## src/design/fault_guard_defines.svh

```systemverilog
// Purpose: Constants for the parity and fence violation logic.
// Assumes: 15-bit memory addresses, 16-bit data words.
// Notes: Included by the package, fence_compare, parity_fence_guard and the checker.
`ifndef FAULT_GUARD_DEFINES_SVH
`define FAULT_GUARD_DEFINES_SVH
`define ADDR_W 15
`define WORD_W 16
`define SOURCE_BIT 15
`define VIOLATION_IO_ADDR 6'h05
`define SWITCH_IO_ADDR 6'h01
`define PROTECT_LOW_ADDR 15'h0002
`define ACC_A_ADDR 15'h0000
`define ACC_B_ADDR 15'h0001
`define CAPTURE_RESET 16'h0000
`define FENCE_RESET 15'h0000
`define CLOCK_PERIOD_NS 25
`define CAPTURE_TIME_NS 196
`define CAPTURE_CYCLES ((`CAPTURE_TIME_NS + `CLOCK_PERIOD_NS - 1) / `CLOCK_PERIOD_NS)
`endif

```

## src/design/fault_guard_pkg.sv

```systemverilog
// Purpose: Types shared by the parity and fence violation logic.
// Assumes: Constants come from the defines header.
// Notes: Instruction classes are decoded by the processor control.
`include "fault_guard_defines.svh"
package fault_guard_pkg;
    typedef enum logic [2:0] {
        op_other = 3'b000,
        op_jump = 3'b001,
        op_subroutine_jump = 3'b010,
        op_increment_skip = 3'b011,
        op_store_a = 3'b100,
        op_store_b = 3'b101,
        op_double_store = 3'b110
    } mem_op_t;
    typedef enum logic [1:0] {
        cap_idle = 2'b00,
        cap_freeze = 2'b01,
        cap_latch = 2'b10
    } capture_state_t;
endpackage

```

## src/design/fault_capture_if.sv

```systemverilog
// Purpose: Carries capture requests from the parity path to the main block.
// Assumes: Single clock domain.
// Notes: The requester holds the request until done pulses.
`timescale 1ns/10ps
interface fault_capture_if;
    logic request;
    logic done;
    logic freeze;
    modport requester (output request, input done, input freeze);
    modport capturer (input request, output done, output freeze);
endinterface // fault_capture_if

```

## src/design/fence_compare.sv

```systemverilog
// Purpose: Fence arithmetic for checked instructions.
// Assumes: Operand address is held stable during execute.
// Notes: Purely combinational.
`timescale 1ns/10ps
`include "fault_guard_defines.svh"
module fence_compare (
    // Operands
    input wire logic [`ADDR_W-1:0] fence_i,
    input wire logic [`ADDR_W-1:0] operand_address_holding_i,
    input wire fault_guard_pkg::mem_op_t op_i,
    // Results
    output logic [`WORD_W-1:0] fence_compare_subtract_o,
    output logic below_low_o,
    output logic acc_target_o
);
    import fault_guard_pkg::*;
    logic [`WORD_W-1:0] diff;
    always_comb begin
        diff = {1'b0, fence_i} - {1'b0, operand_address_holding_i} - 16'h0001;
        fence_compare_subtract_o = diff;
        below_low_o = operand_address_holding_i < `PROTECT_LOW_ADDR;
        acc_target_o = (op_i == op_jump) && ((operand_address_holding_i == `ACC_A_ADDR) ||
            (operand_address_holding_i == `ACC_B_ADDR));
    end
endmodule // fence_compare

```

## src/design/parity_request.sv

```systemverilog
// Purpose: Catches memory parity faults in interrupting mode while the processor is running.
// Assumes: Parity pulse arrives on the processor clock.
// Notes: Holds the request until the capture completes.
`timescale 1ns/10ps
module parity_request (
    // Clock and reset
    input wire logic clock_i,
    input wire logic rst_n_i,
    // Fault input
    input wire logic fault_i,
    // Capture handshake
    fault_capture_if.requester cap
);
    always_ff @(posedge clock_i or negedge rst_n_i) begin
        if (!rst_n_i) begin
            cap.request <= 1'b0;
        end else if (fault_i) begin
            cap.request <= 1'b1;
        end else if (cap.done) begin
            cap.request <= 1'b0;
        end
    end
endmodule // parity_request

```

## src/design/parity_fence_guard.sv

```systemverilog
// Purpose: Parity fault and fence violation detection with a shared violation register.
// Assumes: Processor control supplies decoded instruction strobes on the same clock.
// Notes: Mode switch is a pin from the panel, so it is synchronised.
`timescale 1ns/10ps
`include "fault_guard_defines.svh"
// Contract
// - Operator switch selects parity halting mode or interrupting mode.
// - Halting mode parity fault raises halt request to processor control.
// - Halting mode parity fault also drives panel parity indication.
// - Lamp holds until preset in halt mode; until acknowledge in interrupt mode.
// - Interrupting mode parity fault copies address bits 0-14 into violation register; the code copies only while running_i is high.
// - Parity address capture freezes the processor for exactly one 196 ns period; the code freezes for 8 clock periods (200 ns).
// - Parity capture sets top bit of violation register.
// - Parity interrupt loads I/O address 05 and requests interrupt.
// - Protection on blocks all I/O instructions except address 01.
// - Jump, subroutine jump, increment skip and stores into protected area interrupt.
// - Output from A or B to address 05 loads the fence register.
// - Protected region lower bound is address 00002.
// - With protection on, jump to addresses 00000 or 00001 is a violation.
// - Execute computes fence minus operand address minus one.
// - Bit 15 set or protection off skips; otherwise inhibit and interrupt.
// - Protection violation copies address bits and clears the source flag.
// - Protection interrupt loads I/O address 05 and requests interrupt.
module parity_fence_guard (
    // Clock and reset
    input wire logic clock_i,
    input wire logic rst_n_i,
    // Operator controls
    input wire logic parity_interrupt_mode_i,
    input wire logic preset_i,
    // Memory section
    input wire logic parity_fault_i,
    input wire logic [`ADDR_W-1:0] memory_address_i,
    // Processor control
    input wire logic running_i,
    input wire logic protect_enable_i,
    input wire logic execute_check_i,
    input wire fault_guard_pkg::mem_op_t op_i,
    input wire logic [`ADDR_W-1:0] operand_address_holding_i,
    input wire logic io_instr_i,
    input wire logic [5:0] io_address_i,
    input wire logic output_from_accumulator_a_i,
    input wire logic output_from_accumulator_b_i,
    input wire logic [`WORD_W-1:0] io_data_i,
    input wire logic interrupt_ack_i,
    // Results to processor
    output logic halt_request_o,
    output logic parity_halt_indication_o,
    output logic freeze_o,
    output logic no_violation_skip_o,
    output logic inhibit_o,
    output logic io_blocked_o,
    output logic interrupt_request_o,
    output logic [5:0] central_interrupt_address_o,
    output logic [`WORD_W-1:0] fault_address_capture_o
);
    import fault_guard_pkg::*;

    localparam int CAPTURE_CYCLES = `CAPTURE_CYCLES;

    fault_capture_if cap ();
    logic [2:0] mode_sync;
    logic int_mode;
    logic [`ADDR_W-1:0] fence;
    logic [`WORD_W-1:0] diff;
    logic below_low;
    logic acc_target;
    logic checked_op;
    logic violation;
    logic parity_halt_event;
    logic parity_int_event;
    logic fault_source_flag;
    logic [`ADDR_W-1:0] captured_addr;
    logic [`ADDR_W-1:0] parity_addr;
    logic lamp;
    logic [7:0] freeze_count;
    capture_state_t cap_state;

    // Mode switch is a panel pin; a change counts once two stages agree.
    always_ff @(posedge clock_i or negedge rst_n_i) begin
        if (!rst_n_i) begin
            mode_sync <= 3'h0;
            int_mode <= 1'b0;
        end else begin
            mode_sync <= {mode_sync[1:0], parity_interrupt_mode_i};
            if (mode_sync[2] == mode_sync[1]) begin
                int_mode <= mode_sync[1];
            end
        end
    end

    assign parity_halt_event = parity_fault_i && !int_mode;
    assign parity_int_event = parity_fault_i && int_mode && running_i;

    parity_request u_parity_request (
        .clock_i(clock_i),
        .rst_n_i(rst_n_i),
        .fault_i(parity_int_event),
        .cap(cap.requester)
    );

    fence_compare u_fence_compare (
        .fence_i(fence),
        .operand_address_holding_i(operand_address_holding_i),
        .op_i(op_i),
        .fence_compare_subtract_o(diff),
        .below_low_o(below_low),
        .acc_target_o(acc_target)
    );

    assign checked_op = (op_i != op_other);
    // Addresses below the lower bound are never fenced, apart from the accumulator jump case.
    always_comb begin
        violation = 1'b0;
        if (execute_check_i && checked_op && protect_enable_i) begin
            violation = (!diff[`SOURCE_BIT] && !below_low) || acc_target;
        end
    end
    assign no_violation_skip_o = execute_check_i && checked_op && !violation;
    assign inhibit_o = violation;
    assign io_blocked_o = protect_enable_i && io_instr_i && (io_address_i != `SWITCH_IO_ADDR);

    // Fence load from either accumulator.
    always_ff @(posedge clock_i or negedge rst_n_i) begin
        if (!rst_n_i) begin
            fence <= `FENCE_RESET;
        end else if ((output_from_accumulator_a_i || output_from_accumulator_b_i) &&
                     io_address_i == `VIOLATION_IO_ADDR && !io_blocked_o) begin
            fence <= io_data_i[`ADDR_W-1:0];
        end
    end

    // Parity capture sequencer: address sampled on the request, frozen for 8 clock periods, then copied to the violation register.
    always_ff @(posedge clock_i or negedge rst_n_i) begin
        if (!rst_n_i) begin
            cap_state <= cap_idle;
            freeze_count <= 8'h00;
            parity_addr <= `FENCE_RESET;
        end else begin
            case (cap_state)
                cap_idle: begin
                    if (cap.request) begin
                        cap_state <= cap_freeze;
                        freeze_count <= 8'(CAPTURE_CYCLES - 1);
                        parity_addr <= memory_address_i;
                    end
                end
                cap_freeze: begin
                    if (freeze_count == 8'h00) begin
                        cap_state <= cap_latch;
                    end else begin
                        freeze_count <= freeze_count - 8'h01;
                    end
                end
                cap_latch: begin
                    cap_state <= cap_idle;
                end
                default: begin
                    cap_state <= cap_idle;
                end
            endcase
        end
    end
    assign cap.freeze = (cap_state == cap_freeze);
    assign cap.done = (cap_state == cap_latch);
    assign freeze_o = cap.freeze;

    // Violation register; a protection fault in the latch cycle wins as the newer event.
    always_ff @(posedge clock_i or negedge rst_n_i) begin
        if (!rst_n_i) begin
            captured_addr <= `FENCE_RESET;
            fault_source_flag <= 1'b0;
        end else if (violation) begin
            captured_addr <= memory_address_i;
            fault_source_flag <= 1'b0;
        end else if (cap.done) begin
            captured_addr <= parity_addr;
            fault_source_flag <= 1'b1;
        end
    end
    assign fault_address_capture_o = {fault_source_flag, captured_addr};

    // Interrupt request held until acknowledged; a new fault wins over the acknowledge.
    always_ff @(posedge clock_i or negedge rst_n_i) begin
        if (!rst_n_i) begin
            interrupt_request_o <= 1'b0;
            central_interrupt_address_o <= 6'h00;
        end else if (violation || cap.done) begin
            interrupt_request_o <= 1'b1;
            central_interrupt_address_o <= `VIOLATION_IO_ADDR;
        end else if (interrupt_ack_i) begin
            interrupt_request_o <= 1'b0;
        end
    end

    // Halt request and lamp; set wins over preset or acknowledge.
    always_ff @(posedge clock_i or negedge rst_n_i) begin
        if (!rst_n_i) begin
            halt_request_o <= 1'b0;
            lamp <= 1'b0;
        end else begin
            halt_request_o <= parity_halt_event;
            if (parity_fault_i) begin
                lamp <= 1'b1;
            end else if (!int_mode && preset_i) begin
                lamp <= 1'b0;
            end else if (int_mode && interrupt_ack_i) begin
                lamp <= 1'b0;
            end
        end
    end
    assign parity_halt_indication_o = lamp;
endmodule // parity_fence_guard

```

## config.mk

```make
export PLATFORM = sky130hd
export DESIGN_NAME = parity_fence_guard
export DESIGN_NICKNAME = d
export VERILOG_FILES = /design/src/design/fault_guard_pkg.sv /design/src/design/fault_capture_if.sv /design/src/design/fence_compare.sv /design/src/design/parity_request.sv /design/src/design/parity_fence_guard.sv
export VERILOG_INCLUDE_DIRS = /design/src /design/src/design
export SDC_FILE = /design/constraint.sdc
export NUM_CORES = 1
export LEC_CHECK = 0
export BUFFER_PORTS_ARGS = -buffer_cell sky130_fd_sc_hd__buf_2
export CAP_MARGIN = 5
export CORE_MARGIN = 4
export CORE_UTILIZATION = 31
export DETAILED_ROUTE_END_ITERATION = 8
export PLACE_DENSITY = 0.54
export SLEW_MARGIN = 25
export SYNTH_ARGS = -nofsm -noshare
export SYNTH_HDL_FRONTEND = slang
export SYNTH_SLANG_ARGS = --single-unit
export TNS_END_PERCENT = 100
```

## constraint.sdc

```tcl
create_clock -name clock_i -period 2.74 [get_ports clock_i]
set_clock_uncertainty 0.15 [all_clocks]
set_input_delay 0.411 -clock clock_i [delete_from_list [all_inputs] [get_ports clock_i]]
set_output_delay 0.411 -clock clock_i [all_outputs]
set_load 0.01 [all_outputs]
```

==> qor.yml <==
cells_and_area:
  antenna_cells: 0
  final_cells: 490
  fillers: 951
  fin_nets: 436
  areaGrowthSynthToFinish_pct: 25.3
  drive_above_1_share_pct: 49.6
clock_tree:
  clock-sinks: 65
  ctsHoldBuffers: 0
  clk_pin_slew_ns: 0.07
  cts_resized: 0
  tritoncts: "yes"
  post-cts-setup-buffers: 0
  cts_buffer_depth: 2
  htree_levels: 3
  clockRootBuffer: "clkbuf_8"
  numCtsBuffers: 9
  clock_latency_ns: 0.33
yosys:
  syn_inst: 257
  synth-edff-count: 0
  synthArstFlopShare_pct: 100
  synth_top_area_share_pct: 51.3
  yosys_warnings: 0
  synthTopCellsByArea: "dfrtp_1 51%, mux2_2 21%, ha_1 6.3%"
  syn_avg_cell_area_sq_um: 12.3
  synth_seq_cells: 65
  synthFlopType: "dfrtp_1"
  yosysSeqAreaShare_pct: 51.3
  synth_area_sq_um: 3170
  synth.distinct_cells: 43
  yosysTopAreaCell: "dfrtp_1"
pwr:
  total_power_mw: 3.34
  ir_drop_mv: 0.318
  p_per_area_nw_per_um2: 842
  static-leakage-power_nw: 1.97
placed_design:
  dpl.hpwl_um: 5000
  io_buffers: 90
  place_ws_ns: 0.321
  dp_cells: 475
  place.gp.congestion: 0.793
job:
  drv_cap: 0
critical_path:
  r2r-end: "central_interrupt_address_o[0]$_DFFE_PN0P_"
  endpoint: "inhibit_o"
  ff2ff_setup_slack_ns: 0.64
  reg2reg_depth: 7
  r2r-start: "fence[12]$_DFFE_PN0P_"
  crit_arrival_ns: 1.97
  worstPathMaxFanout: 19
  end_kind: "output pin"
  cp_data_required_time_ns: 2.18
  worstSetupPathType: "reg -> out"
  critPathLaunchType: "flop"
  cp-startpoint: "fence[12]$_DFFE_PN0P_"
timing:
  max_freq_mhz: 396
  slew_viol_final: 0
  setup_violations: 0
  worst_slew_pin_slew_ns: 0.813
  rsz0062_at_grt: "false"
  timing.final.ws_setup_ns: 0.214
  min_period_over_period_pct: 92.2
  hold_violations: 0
  fin_tns_setup_ns: 0
  fin_crit_ns: 2.53
  slew_headroom_pct: 45.8
global_routing:
  overflow: 0
  grtUsageTotal_pct: 11.9
  grt_max_degree: 37
  grt_pass1_wl_um: 10900
  antenna_found_initial: 0
  grt_pass1_vias: 2343
drt:
  vias: 2245
  firstDrtPassIters: 3
  wl_per_cell_um: 13.5
  routed_wl_um: 6620
  drtIter0Drc: 43
  vias_per_cell: 4.58
  drc_errors: 0
  drtAntennaViolNets: 0
die:
  rows: 36
  die_height_um: 109
  fp.dieW_um: 109
  boundaryPins: 96
  fp.coreArea_sq_um: 9860
  start_util_pct: 32.1
  dieArea_sq_um: 11900
run_status:
  status: "complete, no violations"
hold_path:
  hold_class: "in -> async"
[cells in the mapped netlist (all sizes together) (2+ instances only)]
cell / n
nor2b: 2
xor2: 3
nor2: 16
mux2: 60
ha: 16
nor3: 2
buf: 14
a21oi: 12
dfrtp: 65
nand3: 2
or3: 3
nand2: 5
nor4: 5
nand4: 4
nand2b: 3
o21ai: 6
inv: 18
[per-layer routing]
| metal | wire (um) | global-route usage [%] | share of wire, % | vias to the layer above |
|---|---|---|---|---|
| met3 | 270 | 2.43 | 4.1 | 9 |
| met5 | 0 | 0 | 0 | - |
| met1 | 3070 | 15.0 | 46 | 1094 |
| met2 | 3160 | 19.6 | 48 | 49 |
| li1 | - | - | - | 1093 |
| met4 | 119 | 5.14 | 1.8 | 0 |
[flip-flops by register name, summed over array words and instances, names as in the netlist]
name                          count
int_mode                          1
cap_state                         2
parity_halt_indication_o          1
central_interrupt_address_o       1
parity_addr                      15
interrupt_request_o               1
halt_request_o                    1
fault_source_flag                 1
mode_sync                         3
freeze_count                      8
captured_addr                    15
u_parity_request.cap.request      1
fence                            15
[cell usage in the layout (no fill, tap or decap), types with 4 or more instances in the layout]
| master | n |
|---|---|
| nand4_1 | 4 |
| o21ai_0 | 4 |
| dfrtp_1 | 65 |
| inv_1 | 18 |
| buf_4 | 5 |
| nor4_1 | 4 |
| buf_2 | 90 |
| ha_1 | 16 |
| clkbuf_8 | 10 |
| conb_1 | 4 |
| mux2_2 | 60 |
| nor2_1 | 16 |
| nand2_1 | 5 |
| a21oi_1 | 12 |
[final cells by class]
type,count,area [sq um],area share (%)
clock inverter,5,56.3,1.42
sequential,65,1630,41.0
tap,133,166,4.19
timing repair buffer,96,508,12.8
clock buffer,10,138,3.47
multi-input combinational,163,1410,35.5
inverter,18,67.6,1.70
[report_power, final]
group | internal [mW] | switching (mW)
clock network | 0.438 | 0.367
logic | 0.599 | 0.461
registers | 1.29 | 0.186
total | 2.33 | 1.01
[metrics by stage]
step / hold WS, ns / util (%) / cell area, sq um
floorplan: -0.0346 / - / 3180
global placement: 0.185 / 38.3 / 3780
detailed placement: 0.186 / 38.3 / 3780
CTS: 0.0344 / 40.3 / 3970
global route: 0.0402 / 40.3 / 3970
finish: 0.0239 / 40.3 / 3970
[critical path: stages, from the launching register on]
cell,delay (ns)
dfrtp_1,0.39
ha_1,0.29
a211oi_1,0.20
nor2_1,0.07
nor2_1,0.14
a41oi_2,0.19
buf_12,0.21
buf_2,0.14
[how the worst min path moves through the flow]
stage	start	slack (ns)	to
floorplan	rst_n_i	-0.03	cap_state[0]$_DFFE_PN0P_
detailed placement	mode_sync[0]$_DFF_PN0_	0.19	mode_sync[1]$_DFF_PN0_
CTS	parity_interrupt_mode_i	0.03	mode_sync[0]$_DFF_PN0_
global placement	mode_sync[0]$_DFF_PN0_	0.18	mode_sync[1]$_DFF_PN0_
finish	rst_n_i	0.02	parity_addr[11]$_DFFE_PN0P_
global route	parity_interrupt_mode_i	0.04	mode_sync[0]$_DFF_PN0_
[cells by family (layout without fill, tap and decap cells)]
kind of cell,count (synthesis),after routing,synth area share [%]
fa+ha+maj,17,17,6.63
simple gates,51,51,9.36
flops,65,65,51.3
other cells,1,4,0.118
compound gates,26,26,4.86
xor+xnor,4,4,1.11
buf+inv,32,129,4.97
mux,61,61,21.6
Note: power is estimated with default switching activity, not from simulation.
